**src/core/dmacp_pkg.sv**
```systemverilog
package dmacp_pkg;
   localparam int          NUM_CH          = 2;
   localparam logic [31:0] BLOCK_BASE      = 32'h50003560;
   localparam logic [31:0] CH6_SRC_LO_OFF  = 32'h50003560;
   localparam logic [31:0] CH6_SRC_HI_OFF  = 32'h50003562;
   localparam logic [31:0] CH6_DST_LO_OFF  = 32'h50003564;
   localparam logic [31:0] CH6_DST_HI_OFF  = 32'h50003566;
   localparam logic [31:0] CH6_IRQ_CNT_OFF = 32'h50003568;
   localparam logic [31:0] CH6_LEN_OFF     = 32'h5000356a;
   localparam logic [31:0] CH6_CTRL_OFF    = 32'h5000356c;
   localparam logic [31:0] CH6_IDX_OFF     = 32'h5000356e;
   localparam logic [31:0] CH7_SRC_LO_OFF  = 32'h50003570;
   localparam logic [31:0] CH7_SRC_HI_OFF  = 32'h50003572;
   localparam logic [31:0] CH7_DST_LO_OFF  = 32'h50003574;
   localparam logic [31:0] CH7_DST_HI_OFF  = 32'h50003576;
   localparam logic [31:0] CH7_IRQ_CNT_OFF = 32'h50003578;
   localparam logic [31:0] CH7_LEN_OFF     = 32'h5000357a;
   localparam logic [31:0] CH7_CTRL_OFF    = 32'h5000357c;
   localparam logic [31:0] CH7_IDX_OFF     = 32'h5000357e;
   localparam logic [31:0] REQ_ROUTE_OFF   = 32'h50003580;
   // Field codes: halfword slot within one channel's block
   localparam logic [2:0]  FLD_SRC_LO      = 3'((CH6_SRC_LO_OFF - BLOCK_BASE) >> 1);
   localparam logic [2:0]  FLD_SRC_HI      = 3'((CH6_SRC_HI_OFF - BLOCK_BASE) >> 1);
   localparam logic [2:0]  FLD_DST_LO      = 3'((CH6_DST_LO_OFF - BLOCK_BASE) >> 1);
   localparam logic [2:0]  FLD_DST_HI      = 3'((CH6_DST_HI_OFF - BLOCK_BASE) >> 1);
   localparam logic [2:0]  FLD_IRQ_CNT     = 3'((CH6_IRQ_CNT_OFF - BLOCK_BASE) >> 1);
   localparam logic [2:0]  FLD_LEN         = 3'((CH6_LEN_OFF - BLOCK_BASE) >> 1);
   localparam logic [2:0]  FLD_CTRL        = 3'((CH6_CTRL_OFF - BLOCK_BASE) >> 1);
   localparam logic [2:0]  FLD_IDX         = 3'((CH6_IDX_OFF - BLOCK_BASE) >> 1);
   localparam logic [5:0]  ROUTE_IDX       = 6'(REQ_ROUTE_OFF - BLOCK_BASE);
   localparam int          CTL_ON          = 0;
   localparam int          CTL_WIDTH_LSB   = 1;
   localparam int          CTL_IRQ_EN      = 3;
   localparam int          CTL_DREQ        = 4;
   localparam int          CTL_DINC        = 5;
   localparam int          CTL_SINC        = 6;
   localparam int          CTL_CIRC        = 7;
   localparam int          CTL_PRIO_LSB    = 8;
   localparam int          CTL_IDLE        = 11;
   localparam int          CTL_INIT        = 12;
   localparam logic [15:0] CTL_MASK        = 16'h1fff;
   localparam int          ROUTE_SEL_LSB   = 12;
   localparam logic [15:0] REG_RESET       = 16'h0000;
   localparam logic [1:0]  WID_BYTE        = 2'b00;
   localparam logic [1:0]  WID_HALF        = 2'b01;
   localparam logic [1:0]  WID_WORD        = 2'b10;
   typedef enum logic [2:0] {
      ST_IDLE   = 3'b000,
      ST_READ   = 3'b001,
      ST_WRITE  = 3'b010,
      ST_UPDATE = 3'b011,
      ST_GAP    = 3'b100
   } dmacp_state_t;
endpackage

```
**src/core/dmacp_engine.sv**
```systemverilog
module dmacp_engine
   import dmacp_pkg::*;
#(
   parameter int ADDR_W = 8,
   parameter int NPER   = 16
)(
   input  wire logic              clk_sys_i,
   input  wire logic              rst_i,
   input  wire logic              psel_i,
   input  wire logic              penable_i,
   input  wire logic              pwrite_i,
   input  wire logic [ADDR_W-1:0] paddr_i,
   input  wire logic [31:0]       pwdata_i,
   output logic      [31:0]       prdata_o,
   output logic                   pready_o,
   output logic                   pslverr_o,
   output logic                   m_req_o,
   output logic                   m_we_o,
   output logic      [31:0]       m_addr_o,
   output logic      [1:0]        m_size_o,
   output logic      [31:0]       m_wdata_o,
   output logic                   m_lock_o,
   input  wire logic              m_ack_i,
   input  wire logic [31:0]       m_rdata_i,
   input  wire logic [NPER-1:0]   periph_first_req_i,
   input  wire logic [NPER-1:0]   periph_second_req_i,
   output logic      [NPER-1:0]   periph_first_ack_o,
   output logic      [NPER-1:0]   periph_second_ack_o,
   output logic      [NUM_CH-1:0] irq_o
);
   logic [15:0]       src_lo_reg [NUM_CH];
   logic [15:0]       src_hi_reg [NUM_CH];
   logic [15:0]       dst_lo_reg [NUM_CH];
   logic [15:0]       dst_hi_reg [NUM_CH];
   logic [15:0]       icnt_reg   [NUM_CH];
   logic [15:0]       len_reg    [NUM_CH];
   logic [15:0]       ctrl_reg   [NUM_CH];
   logic [15:0]       idx_reg    [NUM_CH];
   logic [3:0]        sel_reg;
   logic [31:0]       prdata_reg;
   logic              pready_reg;
   logic              pslverr_reg;
   dmacp_state_t      state_reg;
   logic              cur_reg;
   logic              lock_reg;
   logic [31:0]       data_reg;
   logic              req_reg;
   logic              we_reg;
   logic [31:0]       addr_reg;
   logic [1:0]        size_reg;
   logic [NUM_CH-1:0] irq_reg;
   logic [NUM_CH-1:0] pend_reg;
   logic [NUM_CH-1:0] dreq_d_reg;
   logic [NPER-1:0]   fack_reg;
   logic [NPER-1:0]   sack_reg;
   logic [NPER-1:0]   first_s;
   logic [NPER-1:0]   second_s;
   logic [NUM_CH-1:0] dreq_now;
   logic [NUM_CH-1:0] ready;
   logic              win;
   logic              any_ready;
   logic [5:0]        rel;
   logic              hit_ch;
   logic              hit_route;
   logic              ch_sel;
   logic [2:0]        fld;
   logic              apb_wr;
   logic              item_done;
   logic              last_item;
   logic              wrap;
   logic [31:0]       rd_next;

   function automatic logic [1:0] width_code(input logic [15:0] ctl);
      logic [1:0] w;
      w = ctl[CTL_WIDTH_LSB +: 2];
      return (w == WID_HALF || w == WID_WORD) ? w : WID_BYTE;
   endfunction

   function automatic logic [31:0] item_addr(input logic [15:0] hi, input logic [15:0] lo,
                                             input logic inc, input logic [15:0] idx,
                                             input logic [15:0] ctl);
      logic [31:0] step;
      step = inc ? ({16'h0000, idx} << width_code(ctl)) : 32'h0000_0000;
      return {hi, lo} + step;
   endfunction

   dmacp_sync #(
      .W (2*NPER)
   ) u_req_sync (
      .clk_sys_i (clk_sys_i),
      .rst_i     (rst_i),
      .async_i   ({periph_second_req_i, periph_first_req_i}),
      .sync_o    ({second_s, first_s})
   );

   // Register decode: byte address is four times the offset above the block base
   assign rel       = paddr_i[ADDR_W-1:2];
   assign hit_ch    = (rel < ROUTE_IDX) && !rel[0] && (paddr_i[1:0] == 2'b00);
   assign hit_route = (rel == ROUTE_IDX) && (paddr_i[1:0] == 2'b00);
   assign ch_sel    = rel[4];
   assign fld       = rel[3:1];
   assign apb_wr    = psel_i && penable_i && pready_reg && pwrite_i;

   always_comb
   begin
      rd_next = 32'h0000_0000;
      if (hit_route)
         rd_next = {16'h0000, sel_reg, 12'h000};
      else if (hit_ch)
      begin
         unique case (fld)
            FLD_SRC_LO:  rd_next = {16'h0000, src_lo_reg[ch_sel]};
            FLD_SRC_HI:  rd_next = {16'h0000, src_hi_reg[ch_sel]};
            FLD_DST_LO:  rd_next = {16'h0000, dst_lo_reg[ch_sel]};
            FLD_DST_HI:  rd_next = {16'h0000, dst_hi_reg[ch_sel]};
            FLD_IRQ_CNT: rd_next = {16'h0000, icnt_reg[ch_sel]};
            FLD_LEN:     rd_next = {16'h0000, len_reg[ch_sel]};
            FLD_CTRL:    rd_next = {16'h0000, ctrl_reg[ch_sel] & CTL_MASK};
            FLD_IDX:     rd_next = {16'h0000, idx_reg[ch_sel]};
         endcase
      end
   end

   // Answer is prepared in the setup cycle so the access phase never waits
   always_ff @(posedge clk_sys_i)
   begin
      if (rst_i)
      begin
         prdata_reg  <= 32'h0000_0000;
         pready_reg  <= 1'b0;
         pslverr_reg <= 1'b0;
      end
      else if (psel_i && !penable_i)
      begin
         prdata_reg  <= pwrite_i ? 32'h0000_0000 : rd_next;
         pready_reg  <= 1'b1;
         pslverr_reg <= !(hit_ch || hit_route);
      end
      else
      begin
         pready_reg  <= 1'b0;
         pslverr_reg <= 1'b0;
      end
   end

   // Plain software registers
   always_ff @(posedge clk_sys_i)
   begin
      if (rst_i)
      begin
         for (int c = 0; c < NUM_CH; c++)
         begin
            src_lo_reg[c] <= REG_RESET;
            src_hi_reg[c] <= REG_RESET;
            dst_lo_reg[c] <= REG_RESET;
            dst_hi_reg[c] <= REG_RESET;
            icnt_reg[c]   <= REG_RESET;
            len_reg[c]    <= REG_RESET;
         end
         sel_reg <= 4'h0;
      end
      else if (apb_wr)
      begin
         if (hit_route)
            sel_reg <= pwdata_i[ROUTE_SEL_LSB +: 4];
         else if (hit_ch)
         begin
            unique case (fld)
               FLD_SRC_LO:  src_lo_reg[ch_sel] <= pwdata_i[15:0];
               FLD_SRC_HI:  src_hi_reg[ch_sel] <= pwdata_i[15:0];
               FLD_DST_LO:  dst_lo_reg[ch_sel] <= pwdata_i[15:0];
               FLD_DST_HI:  dst_hi_reg[ch_sel] <= pwdata_i[15:0];
               FLD_IRQ_CNT: icnt_reg[ch_sel]   <= pwdata_i[15:0];
               FLD_LEN:     len_reg[ch_sel]    <= pwdata_i[15:0];
               FLD_CTRL,
               FLD_IDX:     ;
            endcase
         end
      end
   end

   assign item_done = (state_reg == ST_UPDATE);
   assign last_item = (idx_reg[cur_reg] == len_reg[cur_reg]);
   assign wrap      = ctrl_reg[cur_reg][CTL_CIRC] && ctrl_reg[cur_reg][CTL_DREQ];

   // Control and index: hardware updates first, a software control write in the same cycle wins; index ignores software writes
   always_ff @(posedge clk_sys_i)
   begin
      if (rst_i)
      begin
         for (int c = 0; c < NUM_CH; c++)
         begin
            ctrl_reg[c] <= REG_RESET;
            idx_reg[c]  <= REG_RESET;
         end
      end
      else
      begin
         if (item_done)
         begin
            if (last_item)
            begin
               idx_reg[cur_reg] <= REG_RESET;
               if (!wrap)
                  ctrl_reg[cur_reg][CTL_ON] <= 1'b0;
            end
            else
               idx_reg[cur_reg] <= idx_reg[cur_reg] + 16'h0001;
         end
         if (apb_wr && hit_ch && fld == FLD_CTRL)
            ctrl_reg[ch_sel] <= pwdata_i[15:0] & CTL_MASK;
      end
   end

   // Interrupt pulse, compared before the index moves
   always_ff @(posedge clk_sys_i)
   begin
      if (rst_i)
         irq_reg <= '0;
      else
         for (int c = 0; c < NUM_CH; c++)
            irq_reg[c] <= item_done && (cur_reg == c[0]) && ctrl_reg[c][CTL_IRQ_EN]
                          && (icnt_reg[c] == idx_reg[c]);
   end

   // Peripheral pair routing; edge capture so a slow-falling request is counted once
   assign dreq_now = {second_s[sel_reg], first_s[sel_reg]};

   always_ff @(posedge clk_sys_i)
   begin
      if (rst_i)
      begin
         pend_reg   <= '0;
         dreq_d_reg <= '0;
      end
      else
      begin
         dreq_d_reg <= dreq_now;
         for (int c = 0; c < NUM_CH; c++)
         begin
            if (dreq_now[c] && !dreq_d_reg[c])
               pend_reg[c] <= 1'b1;
            else if (item_done && cur_reg == c[0])
               pend_reg[c] <= 1'b0;
         end
      end
   end

   always_ff @(posedge clk_sys_i)
   begin
      if (rst_i)
      begin
         fack_reg <= '0;
         sack_reg <= '0;
      end
      else
      begin
         fack_reg <= '0;
         sack_reg <= '0;
         if (item_done && ctrl_reg[cur_reg][CTL_DREQ])
         begin
            if (cur_reg)
               sack_reg[sel_reg] <= 1'b1;
            else
               fack_reg[sel_reg] <= 1'b1;
         end
      end
   end

   // Arbitration
   always_comb
   begin
      for (int c = 0; c < NUM_CH; c++)
         ready[c] = ctrl_reg[c][CTL_ON] && (!ctrl_reg[c][CTL_DREQ] || pend_reg[c]);
   end

   always_comb
   begin
      win       = 1'b0;
      any_ready = 1'b0;
      for (int c = 0; c < NUM_CH; c++)
      begin
         // Strict compare in ascending order keeps the lower channel on ties
         if (ready[c] && (!any_ready
             || ctrl_reg[c][CTL_PRIO_LSB +: 3] > ctrl_reg[win][CTL_PRIO_LSB +: 3]))
         begin
            win       = c[0];
            any_ready = 1'b1;
         end
      end
      if (lock_reg && ready[cur_reg])
         win = cur_reg;
   end

   // Item engine
   always_ff @(posedge clk_sys_i)
   begin
      if (rst_i)
      begin
         state_reg <= ST_IDLE;
         cur_reg   <= 1'b0;
         lock_reg  <= 1'b0;
         data_reg  <= 32'h0000_0000;
         req_reg   <= 1'b0;
         we_reg    <= 1'b0;
         addr_reg  <= 32'h0000_0000;
         size_reg  <= WID_BYTE;
      end
      else
      begin
         unique case (state_reg)
            ST_IDLE:
            begin
               if (!ready[cur_reg])
                  lock_reg <= 1'b0;
               if (any_ready)
               begin
                  cur_reg  <= win;
                  req_reg  <= 1'b1;
                  size_reg <= width_code(ctrl_reg[win]);
                  lock_reg <= !ctrl_reg[win][CTL_DREQ]
                              && (!ctrl_reg[win][CTL_IDLE] || ctrl_reg[win][CTL_INIT]);
                  if (ctrl_reg[win][CTL_INIT] && idx_reg[win] != 16'h0000)
                  begin
                     // Fill value already held from the single source fetch
                     we_reg    <= 1'b1;
                     addr_reg  <= item_addr(dst_hi_reg[win], dst_lo_reg[win], ctrl_reg[win][CTL_DINC],
                                            idx_reg[win], ctrl_reg[win]);
                     state_reg <= ST_WRITE;
                  end
                  else
                  begin
                     we_reg    <= 1'b0;
                     addr_reg  <= item_addr(src_hi_reg[win], src_lo_reg[win], ctrl_reg[win][CTL_SINC],
                                            idx_reg[win], ctrl_reg[win]);
                     state_reg <= ST_READ;
                  end
               end
            end
            ST_READ:
            begin
               if (m_ack_i)
               begin
                  data_reg  <= m_rdata_i;
                  we_reg    <= 1'b1;
                  addr_reg  <= item_addr(dst_hi_reg[cur_reg], dst_lo_reg[cur_reg], ctrl_reg[cur_reg][CTL_DINC],
                                         idx_reg[cur_reg], ctrl_reg[cur_reg]);
                  state_reg <= ST_WRITE;
               end
            end
            ST_WRITE:
            begin
               if (m_ack_i)
               begin
                  req_reg   <= 1'b0;
                  we_reg    <= 1'b0;
                  state_reg <= ST_UPDATE;
               end
            end
            ST_UPDATE:
            begin
               if (last_item && !wrap)
                  lock_reg <= 1'b0;
               // Idle bit only matters without peripheral requests
               if (ctrl_reg[cur_reg][CTL_IDLE] && !ctrl_reg[cur_reg][CTL_DREQ])
                  state_reg <= ST_GAP;
               else
                  state_reg <= ST_IDLE;
            end
            ST_GAP:
               state_reg <= ST_IDLE;
            default:
               state_reg <= ST_IDLE;
         endcase
      end
   end

   assign prdata_o            = prdata_reg;
   assign pready_o            = pready_reg;
   assign pslverr_o           = pslverr_reg;
   assign m_req_o             = req_reg;
   assign m_we_o              = we_reg;
   assign m_addr_o            = addr_reg;
   assign m_size_o            = size_reg;
   assign m_wdata_o           = data_reg;
   assign m_lock_o            = lock_reg;
   assign periph_first_ack_o  = fack_reg;
   assign periph_second_ack_o = sack_reg;
   assign irq_o               = irq_reg;
endmodule

```
**src/core/dmacp_sync.sv**
```systemverilog
module dmacp_sync
   import dmacp_pkg::*;
#(
   parameter int W = 16
)(
   input  wire logic         clk_sys_i,
   input  wire logic         rst_i,
   input  wire logic [W-1:0] async_i,
   output logic      [W-1:0] sync_o
);
   logic [W-1:0] meta_reg;
   logic [W-1:0] sync_reg;

   // First stage feeds only the second one
   always_ff @(posedge clk_sys_i)
   begin
      if (rst_i)
      begin
         meta_reg <= '0;
         sync_reg <= '0;
      end
      else
      begin
         meta_reg <= async_i;
         sync_reg <= meta_reg;
      end
   end

   assign sync_o = sync_reg;
endmodule

```
**config.mk**
```make
export PLATFORM = sky130hd
export DESIGN_NAME = dmacp_engine
export DESIGN_NICKNAME = d
export VERILOG_FILES = /design/src/core/dmacp_pkg.sv /design/src/core/dmacp_engine.sv /design/src/core/dmacp_sync.sv
export SDC_FILE = /design/constraint.sdc
export NUM_CORES = 1
export LEC_CHECK = 0
export BUFFER_PORTS_ARGS = -buffer_cell sky130_fd_sc_hd__buf_2
export CORE_MARGIN = 4
export CORE_UTILIZATION = 30
export CTS_CLUSTER_DIAMETER = 30
export CTS_CLUSTER_SIZE = 40
export DETAILED_ROUTE_END_ITERATION = 7
export PLACE_DENSITY = 0.46
export REMOVE_ABC_BUFFERS = 1
export SLEW_MARGIN = 20
export SYNTH_ARGS = -nofsm -noshare
export SYNTH_HDL_FRONTEND = slang
export SYNTH_SLANG_ARGS = --single-unit
```
**constraint.sdc**
```tcl
create_clock -name clk_sys_i -period 6 [get_ports clk_sys_i]
set_input_delay 1.2 -clock clk_sys_i [delete_from_list [all_inputs] [get_ports clk_sys_i]]
set_output_delay 1.2 -clock clk_sys_i [all_outputs]
set_load 0.02 [all_outputs]
```
; ---- After elaboration in Yosys (flattened, before gate mapping)
; Memory sizes are Yosys's and may differ from the RTL's. A register that Yosys moved wholly into a read port is not among the register bits.
; Index checks and enable logic that the tools add are counted.
[word_totals]
reg_bits = 213
mem_bits_rw = 250
inputBits = 110
output_inout_bits = 137
elab_cells = 282
mem_count = 8
[classes]
addsub = 4
magnitude_cmp = 5
eq_ne = 23
shifts = 2
mux = 139
bitwise_logic = 4
n_reduce_logical = 77
[mem_list]
columns = name, depth, width, read_ports, rd_ports_with_merged_regs, write_ports, line_no
row1 = dst_hi_reg, 2, 16, 3, 1, 2, dmacp_engine.sv:34  ; logic [15:0] dst_hi_reg [NUM_CH];
row2 = dst_lo_reg, 2, 16, 3, 1, 2, dmacp_engine.sv:33  ; logic [15:0] dst_lo_reg [NUM_CH];
row3 = icnt_reg, 2, 16, 3, 0, 2, dmacp_engine.sv:35  ; logic [15:0] icnt_reg [NUM_CH];
row4 = idx_reg, 2, 16, 5, 1, 2, dmacp_engine.sv:38  ; logic [15:0] idx_reg [NUM_CH];
row5 = len_reg, 2, 16, 2, 1, 2, dmacp_engine.sv:36  ; logic [15:0] len_reg [NUM_CH];
row6 = src_hi_reg, 2, 16, 2, 0, 2, dmacp_engine.sv:32  ; logic [15:0] src_hi_reg [NUM_CH];
row7 = +2 memories, n/a, n/a, n/a, n/a, n/a, n/a
[op_table]
columns = op, count
row1 = 32-bit two-way mux, 9
row2 = 32-bit one-hot mux with 8 select lines, 1
row3 = 16-bit two-way mux, 8
row4 = 16-bit OR reduction, 7
row5 = 1-bit two-way mux, 103
row6 = 32-bit adder, 3
row7 = 32-bit one-hot mux with 2 select lines, 1
row8 = 16-bit by 2-bit left shift with 32-bit output, 2
row9 = 16-bit equality test, 3
row10 = 1-bit logical AND, 28
row11 = 13-bit two-way mux, 2
row12 = 13-bit OR reduction, 2
row13 = 16-bit by 1-bit adder with 16-bit output (second input constant), 1
row14 = 16-bit nonzero test, 1
row15 = 3-bit by 2-bit equality test with 1-bit output (second input constant), 4
row16 = 3-bit equality test (second input constant), 4
row17 = 1-bit zero test, 12
row18 = 3-bit two-way mux, 4
row19 = 3-bit one-hot mux with 4 select lines, 1
row20 = 3-bit AND reduction, 4
row21 = 2-bit nonzero test, 5
row22 = 1-bit binary-select mux with 4-bit select, 2
row23 = 2-bit two-way mux, 4
row24 = 1-bit logical OR, 7
row25 = 24 further kinds, 36

; ---- Depth between registers and ports, before layout
; Gate-level depths: netlist of run 1.
; An unclocked memory read counts as a cell.
[depth]
ltp_word = 20
mapped_depth = 24
mapped_depth_nobuf = 22

; ---- Modules after synthesis
; From an unflattened synthesis of run 1, not the netlist that was laid out.
[unflattened]
hier_cells = 2824
hier_area_um2 = 26377.8
[by_module_without_submodules]
columns = module, n_inst, cells_each, area_per_inst_um2, seq_area_each_um2
row1 = dmacp_engine, 1, 2689, 24459.7, 10189.8
row2 = dmacp_sync, 1, 135, 1918.1, 1281.2

; ---- Least setup slack after synthesis of run 1
; No wires, ideal clock.
[synth_path]
path_type = register to register
startpoint = memory ctrl_reg[1][10] (netlist bit)
endpoint = register addr_reg[30], in the netlist m_addr_o[30]
setup_ns = 0.136
t_arrival_ns = 4.856
slack_ns = 1.009
stages_incl_launch_ff = 24
n_path_buf = 4
cell_sequence = edfxtp_1 -> ha_1 -> nor2_1 -> a311oi_2 -> a21o_2 -> nand2_1 -> buf_2 -> buf_2 -> clkbuf_1 -> clkbuf_1 -> nand2_1 -> nand2_1 -> ha_1 -> inv_1 -> fa_1 -> nor2b_1 -> o211ai_1 -> a2111o_1 -> and3_1 -> a211oi_4 -> o21ai_1 -> xor2_1 -> a221oi_1 -> a211oi_1
[synth_rtl]
columns = item, line_no
row1 = "start, declared", dmacp_engine.sv:37  ; logic [15:0] ctrl_reg [NUM_CH];
row2 = "end signal, assigned", dmacp_engine.sv:327  ; addr_reg <= item_addr(dst_hi_reg[win], dst_lo_reg[win], ctrl_reg[win][CTL_DINC],
row3 = "end signal, assigned", dmacp_engine.sv:334  ; addr_reg <= item_addr(src_hi_reg[win], src_lo_reg[win], ctrl_reg[win][CTL_SINC],
row4 = "end signal, assigned", dmacp_engine.sv:346  ; addr_reg <= item_addr(dst_hi_reg[cur_reg], dst_lo_reg[cur_reg], ctrl_reg[cur_reg][CTL_DINC],
row5 = "end, declared", dmacp_engine.sv:49  ; logic [31:0] addr_reg;

==> results of run 1 <==
## power groups by stage
| stage | sequential [mW] | combinational (mW) | clock (mW) |
|---|---|---|---|
| after floorplan | 3.56 | 0.659 | 0 |
| after global placement | 3.54 | 1.26 | 0 |
| after detailed placement | 3.55 | 1.27 | 0 |
| after CTS | 3.49 | 1.27 | 5.98 |
| after global routing | 3.50 | 1.38 | 6.15 |
| final | 3.49 | 1.28 | 5.89 |
## per-stage QoR
| step | std cells | cell area (um^2) |
|---|---|---|
| after floorplan | 2661 | 25500 |
| after global placement | 4128 | 28800 |
| after detailed placement | 4128 | 28800 |
| after CTS | 4336 | 32600 |
| after global routing | 4341 | 32600 |
| final | 4343 | 32600 |
## worst paths after layout
kind	to	start	slack (ns)	cells after the start
max reg2reg	m_addr_o[26]	ctrl_reg[1][10]	0.28	25
max	m_addr_o[26]	ctrl_reg[1][10]	0.28	25
min reg2reg	u_req_sync.sync_o[19]	u_req_sync.meta_reg[19]	0.43	1
min	u_req_sync.sync_o[19]	u_req_sync.meta_reg[19]	0.43	1
## critical path: stages (launching register included)
cell	delay, ns
edfxtp_1	0.41
ha_1	0.34
nor2_1	0.06
a311oi_2	0.36
a21oi_2	0.14
nor2_4	0.14
buf_12	0.15
buf_4	0.12
mux2i_2	0.26
buf_6	0.23
nand2_1	0.10
buf_4	0.18
o22ai_1	0.22
nand2_1	0.12
fa_1	0.42
nand2b_1	0.20
a21oi_1	0.19
o21ai_0	0.12
buf_4	0.16
o211ai_2	0.26
a311oi_4	0.16
buf_12	0.17
nor3_1	0.24
xnor2_1	0.19
a221oi_1	0.44
a211oi_1	0.14
## cells by family after synthesis
kind of cell               after synthesis
adders and majority gates               64
AOI/OAI and AO/OA                      541
other                                    1
DFF                                    448
muxes                                  184
xor gates and xnor gates               142
and+or+nand+nor                       1223
buffers and inverters                  242
## cell type report
class                           instances  area share (%)
Clock buffer                          139            9.34
Sequential cell                       448            35.2
Antenna cell                            2          0.0153
Multi-Input combinational cell       2173            42.6
Timing Repair Buffer                  317            5.77
Clock inverter                         69            2.20
Tap cell                             1155            4.43
Inverter                               40           0.460
## synthesized netlist by cell type (all sizes together), types with 20 or more instances
cell type	number	area share (%)
a211oi	35	1.1
a21o	22	0.63
a21oi	154	3.0
a22oi	60	1.7
and2	256	6.1
buf	65	1.6
clkbuf	137	2.0
dfxtp	198	15
edfxtp	250	28
ha	61	2.9
inv	40	0.57
mux2	40	1.7
mux2i	136	5.3
nand2	370	5.3
nand3	69	1.3
nand4	30	0.71
nor2	225	3.3
nor2b	83	2.0
nor3	78	1.5
nor4	26	0.64
o211ai	30	0.89
o21ai	94	1.8
o22ai	21	0.50
or2	20	0.47
xnor2	71	2.4
xor2	71	2.4
## metal layers
metal | up-vias | wire length [um] | GRT usage, %
li1 | 10700 | - | -
met1 | 11300 | 46300 | 30.0
met2 | 1006 | 48200 | 35.5
met3 | 187 | 7860 | 3.54
met4 | 2 | 4330 | 8.81
met5 | - | 13 | 0
## timing repair
action,4_1_cts,5_1_grt
hold buffers,0,0
resized for setup,0,3
setup endpoints to repair,0,9
setup buffers,0,5
==> results.toml, run 1 <==
[outcome]
status = "finished clean"

[synthesis]
synth_xor_area_share_pct = 4.72
synth_compound_area_share_pct = 13.7
main_combinational_cell_family_by_area_after_synthesis = "simple AND/OR/NAND/NOR gates"
ys_warn_count = 0
yosysUniqueCellTypes = 98
synthSimpleGateAreaFrac_pct = 23.1
post_synth_edffs = 250
synth_adder_area_share_pct = 3.12
synthMuxAreaShare_pct = 7.73
synthCells = 2845
most_frequently_used_flop_master_after_synthesis = "edfxtp_1"
synth.ff_latch_count = 448
synthArstFlopShare_pct = 0
synth.yosys.seq_area_share_pct = 43.5
postSynthAreaPerCell_um2 = 9.27
post_synth_instance_area_um2 = 26400

[finish]
most-common-layout-cells = "nand2_1 (368), and2_1 (254), edfxtp_1 (250), nor2_1 (220), buf_2 (212)"
area_of_the_multi_input_gates_um2 = 13900
ff_latch_area_um2 = 11500
filler_cell_count = 8859
final_common_cell = "nand2_1"
post-route-util_pct = 37.5
area_growth_syn_to_layout_pct = 23.8
share_of_cells_above_drive_strength_1_pct = 19.3
nNetsFinal = 3266

[critical_path]
cp.arrival_ns = 6.23
worstSetupPathType = "register to register"
worst_ep_required_time_ns = 6.51
critical_path_peak_fanout = 29
critPathLaunchType = "register"
cp-end-kind = "register"

[placement]
portBuffers = 214
place_congestion = 0.961
detailedPlace.worstSlack_ns = 0.158
dp.final_hpwl_mm = 80.4

[drt]
detailroute.via_count = 23100
drtIter0Drc = 2190
drc_errors = 0
detailedRoute.firstPassIterationCount = 6
post_drt_via_cell_ratio = 5.33
detail-route-antenna-nets = 0
routed_wire_length_per_instance_um = 24.6
detail_route.wirelength_mm = 107

[timing]
timing.slew.headroom_pct = 28.5
setup_total_negative_slack_ns = 0
drv_slew = 0
fmax_mhz = 175
setup_viol = 0
timing.final.crit_share_pct = 95.3
worst_hold_slack_ns = 0.427
layout_setup_ws_ns = 0.281
rsz0062_at_grt = "no"
finalHoldViolCount = 0
period_minus_slack_ns = 5.72
clock_skew_ns = 0.0392
worst-slew-pin-transition_ns = 1.06

[power_and_ir_drop]
power.share.combinational_pct = 12.0
power_per_standard_cell_area_nw_per_um2 = 327
clkPwrFrac_pct = 55.2
worst_ir_drop_vdd_mv = 0.215
p_switching_mw = 2.93
p_int_mw = 7.73
report.power.total_mw = 10.7
p_leak_nw = 13.2
sequentialPowerShare_pct = 32.8
switching_share_pct = 27.5

[die]
ios = 247
dieArea_um2 = 92700
die_h_um = 304
dieWidth_um = 304
initial_utilization_pct = 30.3
floorplan.rows = 108
fp.coreArea_um2 = 87000

[global_routing]
number_of_global_route_vias_before_repair = 22400
grt_pass1_wl_mm = 153
largest_net_degree_at_the_start_of_global_routing = 82
antenna_found_initial = 10
grtUsageTotal_pct = 22.2
global_route.overflow_total = 0

[worst_hold_path]
hold_path.class = "register to register"

[cts]
cts_num_sinks = 448
numCtsBuffers = 112
cts_tree = "done"
max-clock-path-buffers = 3
worst_setup_hold_path_clk_slew_ns = 0.05
cts_root_buf = "clkbuf_16"
clock_network_latency_to_the_later_pin_of_the_worst_skew_pair_ns = 0.68
cts_htree_levels = 3

[job]
maxCapViolCount = 0
Power figures use the tool's default switching activity.
==> inputs of run 2 (changes only) <==
CTS_BUF_LIST = sky130_fd_sc_hd__clkbuf_2   (was not set)
==> run 2 against run 1 <==
Against the previous run:
- flip-flop and latch count is the same
- die area is the same
- total power shrank 29%
- critical endpoint is now m_addr_o[23]
- clock skew grew 0.091 ns
- cell area shrank 6.2%
- worst hold slack lost 0.24 ns
- final cell count grew 0.67%
- critical path type unchanged
- setup slack lost 0.054 ns
- largest cell class unchanged
==> results.toml, run 2 (synthesized netlist as in run 1, its figures left out) <==
[global_routing]
antenna_found_initial = 12
grt_pass1_wl_mm = 152
global_route.overflow_total = 0
grtUsageTotal_pct = 22.1
largest_net_degree_at_the_start_of_global_routing = 82
number_of_global_route_vias_before_repair = 22400

[finish]
most-common-layout-cells = "nand2_1 (368), and2_1 (254), edfxtp_1 (250), nor2_1 (219), buf_2 (212)"
fin_area_um2 = 30600
area_growth_syn_to_layout_pct = 16.0
post-route-util_pct = 35.2
final_common_cell = "nand2_1"
filler_cell_count = 9078
nNetsFinal = 3293
share_of_cells_above_drive_strength_1_pct = 19.5
finish.cell_count_without_fillers = 4372

[power_and_ir_drop]
worst_ir_drop_vdd_mv = 0.152
sequentialPowerShare_pct = 46.2
power.share.combinational_pct = 17.3
switching_share_pct = 33.0
p_leak_nw = 12.4
power_per_standard_cell_area_nw_per_um2 = 246
p_int_mw = 5.04
p_switching_mw = 2.48
clkPwrFrac_pct = 36.5

[drt]
drtIter0Drc = 2104
detail-route-antenna-nets = 0
detailroute.via_count = 23200
drc_errors = 0
detail_route.wirelength_mm = 106
post_drt_via_cell_ratio = 5.30
routed_wire_length_per_instance_um = 24.3
detailedRoute.firstPassIterationCount = 5

[worst_hold_path]
hold_path.class = "primary input to register"

[critical_path]
cp.arrival_ns = 6.89
setup.worst_path.start = "ctrl_reg[1][9]"
worstSetupPathType = "register to register"
cp.depth = 21
critical_path.reg2reg.startpoint = "ctrl_reg[1][9]"
crit_path_max_incr_delay_ns = 0.52
delay_heaviest_family_cp = "compound AO/OA/AOI/OAI gates"
worstRegToRegCells = 21
worst_ep_required_time_ns = 7.12
critical_path_peak_fanout = 29
worst_reg2reg_setup_slack_ns = 0.23
critPathLaunchType = "register"
worst_r2r_endpoint = "m_addr_o[23]"
cp_slowest_cell = "a311o_1"
buffer_and_inverter_count_on_the_worst_path = 3
setup.worst_path.end = "m_addr_o[23]"
critical_path.cell_chain = "ha_1, a311oi_2, a21oi_2, nor2_4, buf_4, mux2i_2, buf_6, nand2_1, buf_4, o22a_1, nor2_1, ha_1, a21oi_1, o211ai_2, or3_1, a21bo_1, a311o_1, and2_4, xor2_1, nand2_1, a31o_2"
cp-end-kind = "register"

[die]
floorplan.rows = 108
dieWidth_um = 304
die_h_um = 304
ios = 247
dieArea_um2 = 92700
initial_utilization_pct = 30.3
fp.coreArea_um2 = 87000

[timing]
period_minus_slack_ns = 5.77
clock_skew_ns = 0.131
fmax_mhz = 173
finalHoldViolCount = 0
timing.final.crit_share_pct = 96.2
setup_viol = 0
timing.slew.headroom_pct = 28.6
worst-slew-pin-transition_ns = 1.06
rsz0062_at_grt = "no"
drv_slew = 0
setup_total_negative_slack_ns = 0
worst_hold_slack_ns = 0.187

[placement]
placed_area_um2 = 28800
dp.final_hpwl_mm = 80.4
place_congestion = 0.961
number_of_placed_instances_taps_included = 4128
portBuffers = 214

[cts]
numCtsBuffers = 112
cts_htree_levels = 3
worst_setup_hold_path_clk_slew_ns = 0.14
cts_num_sinks = 448
max-clock-path-buffers = 3
cts_tree = "done"
cts_root_buf = "clkbuf_2"
clock_network_latency_to_the_later_pin_of_the_worst_skew_pair_ns = 1.25

[job]
maxCapViolCount = 0

[outcome]
status = "finished clean"
==> run 2: cell types whose count changed in the layout (fill, tap and decap cells not counted), moves of 3 or more <==
cell	before	now
dlygate4sd3_1	0	27
clkbuf_2	0	128
clkinv_1	6	13
clkbuf_16	115	0
bufinv_16	8	13
clkbuf_8	8	0
inv_2	0	3
clkbuf_1	16	0
==> run 2: cell type report <==
class / instances / area, um^2 / share of cell area, %
Antenna cell: 4 / 10.0 / 0.0327
Inverter: 40 / 150 / 0.491
Clock inverter: 80 / 810 / 2.65
Multi-Input combinational cell: 2173 / 13900 / 45.5
Tap cell: 1155 / 1450 / 4.72
Timing Repair Buffer: 344 / 2140 / 6.99
Sequential cell: 448 / 11500 / 37.5
Clock buffer: 128 / 641 / 2.09
==> run 2: power groups by stage <==
stage                     combinational, mW  sequential (mW)  clock [mW]
after floorplan                       0.659             3.56           0
after global placement                 1.26             3.54           0
after detailed placement               1.27             3.55           0
after CTS                              1.29             3.48        2.84
after global routing                   1.39             3.49        2.98
final                                  1.30             3.48        2.75
==> run 2: routing by layer <==
metal | part of all wire (%) | up-vias | GRT usage [%]
li1 | - | 10700 | -
met1 | 43 | 11300 | 29.8
met2 | 45 | 983 | 35.1
met3 | 7.3 | 214 | 3.41
met4 | 4.4 | 4 | 9.54
met5 | 0.025 | - | 0
==> run 2: how the worst min path moves through the flow <==
stage	slack, ns	start	depth (start not counted)	endpoint
floorplan	0.41	u_req_sync.meta_reg[0]	1	u_req_sync.sync_o[0]
global placement	0.42	u_req_sync.meta_reg[0]	1	u_req_sync.sync_o[0]
detailed placement	0.42	u_req_sync.meta_reg[0]	1	u_req_sync.sync_o[0]
CTS	0.001	periph_first_req_i[11]	2	u_req_sync.meta_reg[11]
global route	0.08	periph_first_req_i[14]	2	u_req_sync.meta_reg[14]
finish	0.19	periph_first_req_i[0]	2	u_req_sync.meta_reg[0]
==> run 2: per-stage QoR <==
step,power [mW],setup WS (ns)
after floorplan,4.22,-0.897
after global placement,4.80,0.177
after detailed placement,4.81,0.158
after CTS,7.60,0.168
after global routing,7.86,0.0153
final,7.52,0.226
==> run 2: what timing repair did <==
item,CTS,global route
endpoints found under the hold margin,27,0
setup endpoints to repair,0,10
resized for setup,0,7
hold buffers,27,0
buffers inserted,0,5
==> inputs of run 3 (changes only) <==
clock period = 6.7 ns   (was 6 ns; I/O delays follow)
==> run 3 against run 2 <==
Against the previous run:
- die area unchanged
- first-iteration DRC count down 9.3%
- core utilization down 0.64 points
- sequential share of layout area up 0.69 points
- worst hold slack better by 0.14 ns
- total power down 7.6%
- sequential power down 10%
- wire length down 0.87%
- flip-flop and latch count unchanged
- non-clock buffer count down 81
- clock-buffer cell count down 4
- largest power group unchanged
- setup slack better by 0.074 ns
==> results.toml, run 3 (synthesized netlist as in run 1, its figures left out) <==
[global_routing]
largest_net_degree_at_the_start_of_global_routing = 65
global_route.overflow_total = 0
number_of_global_route_vias_before_repair = 22100
grtUsageTotal_pct = 21.9
grt_pass1_wl_mm = 152
antenna_found_initial = 8

[finish]
fin_area_um2 = 30000
area_growth_syn_to_layout_pct = 13.9
share_of_cells_above_drive_strength_1_pct = 17.8
final_common_cell = "nand2_1"
most-common-layout-cells = "nand2_1 (368), and2_1 (254), edfxtp_1 (250), nor2_1 (220), buf_2 (212)"
nNetsFinal = 3208

[cts]
cts_root_buf = "clkbuf_2"
numCtsBuffers = 108
cts_tree = "done"
cts_setup_buffers = 0
cts.repair.resized = 0
cts_num_sinks = 448
clock_network_latency_to_the_later_pin_of_the_worst_skew_pair_ns = 1.24
max-clock-path-buffers = 3
cts_htree_levels = 3
cts_hold_buf = 0
worst_setup_hold_path_clk_slew_ns = 0.16

[drt]
routed.top_layer = "met5"
post_drt_via_cell_ratio = 5.33
drtIter0Drc = 1909
wirelength_met1_mm = 46.2
routed_wire_length_per_instance_um = 24.6
detailedRoute.firstPassIterationCount = 8
met3_length_mm = 7.28
detail_route.wirelength_mm = 105
detailroute.via_count = 22900
route.met2.wl_mm = 47.8
drc_errors = 0
detail-route-antenna-nets = 0

[die]
die_h_um = 304
fp.coreArea_um2 = 87000
dieArea_um2 = 92700
dieWidth_um = 304
initial_utilization_pct = 30.3
floorplan.rows = 108
ios = 247

[timing]
clock_skew_ns = 0.0879
timing.slew.headroom_pct = 24.0
rsz0062_at_grt = "no"
finalHoldViolCount = 0
setup_total_negative_slack_ns = 0
period_minus_slack_ns = 6.40
drv_slew = 0
timing.final.crit_share_pct = 95.5
worst-slew-pin-transition_ns = 1.13
setup_viol = 0
fmax_mhz = 156

[power_and_ir_drop]
power_per_standard_cell_area_nw_per_um2 = 231
report.power.total_mw = 6.95
worst_ir_drop_vdd_mv = 0.149
p_leak_nw = 12.1

[critical_path]
cp.arrival_ns = 7.42
critPathLaunchType = "register"
worst_ep_required_time_ns = 7.72
cp-end-kind = "register"
critical_path_peak_fanout = 12
worstSetupPathType = "register to register"

[placement]
placed_area_um2 = 28400
dp.final_hpwl_mm = 79.6
portBuffers = 214
place_congestion = 0.969

[outcome]
status = "finished clean"

[job]
maxCapViolCount = 0

[worst_hold_path]
hold_path.class = "primary input to register"
-- run 3: power by group --
part	switching [mW]	internal, mW	total, mW
logic	0.759	0.353	1.11
registers	0.116	3.00	3.12
clock network	1.26	1.46	2.72
total	2.14	4.81	6.95
-- run 3: per-stage QoR --
| step | setup slack (ns) | hold slack, ns | instances | utilization (%) |
|---|---|---|---|---|
| finish | 0.300 | 0.330 | 4288 | 34.5 |
| floorplan | -0.197 | 0.414 | 2661 | - |
| CTS | 0.445 | 0.141 | 4282 | 34.5 |
| detailed placement | 0.515 | 0.420 | 4079 | 32.7 |
| global placement | 0.595 | 0.421 | 4079 | 32.7 |
| global route | 0.0149 | 0.179 | 4286 | 34.5 |
-- run 3: final timing paths --
path,startpoint,end,slack [ns],depth (start not counted)
setup reg to reg,ctrl_reg[0][9],m_addr_o[26],0.30,22
hold reg to reg,u_req_sync.meta_reg[12],u_req_sync.sync_o[12],0.43,1
setup / recovery,ctrl_reg[0][9],m_addr_o[26],0.30,22
hold / removal,periph_second_req_i[10],u_req_sync.meta_reg[26],0.33,2
-- run 3: worst max-delay path: stages, from the launching register on --
cell      delay [ns]
edfxtp_1        0.40
inv_1           0.06
ha_1            0.31
inv_1           0.04
o21ai_0         0.36
a21oi_2         0.23
nor2_4          0.40
buf_4           0.32
mux2i_1         0.48
nand2_1         0.17
nand3_1         0.11
o21ai_0         0.12
and2_1          0.20
ha_1            0.35
a21oi_1         0.46
nor2_1          0.12
a211oi_1        0.31
o211ai_2        0.24
a311oi_4        0.68
nor3_1          0.17
xnor2_1         0.20
a221oi_1        0.34
a211oi_1        0.12
-- run 3: final cells by class --
class	count	area, um^2
Fill cell	8983	57000
Multi-Input combinational cell	2173	13900
Clock inverter	79	983
Clock buffer	124	621
Tap cell	1155	1450
Sequential cell	448	11500
Inverter	40	150
Antenna cell	6	15.0
Timing Repair Buffer	263	1450
-- run 3: metal layers --
metal	up-vias	GRT usage [%]
li1	10600	-
met1	11100	29.5
met2	1036	35.2
met3	176	3.95
met4	4	8.17
met5	-	0
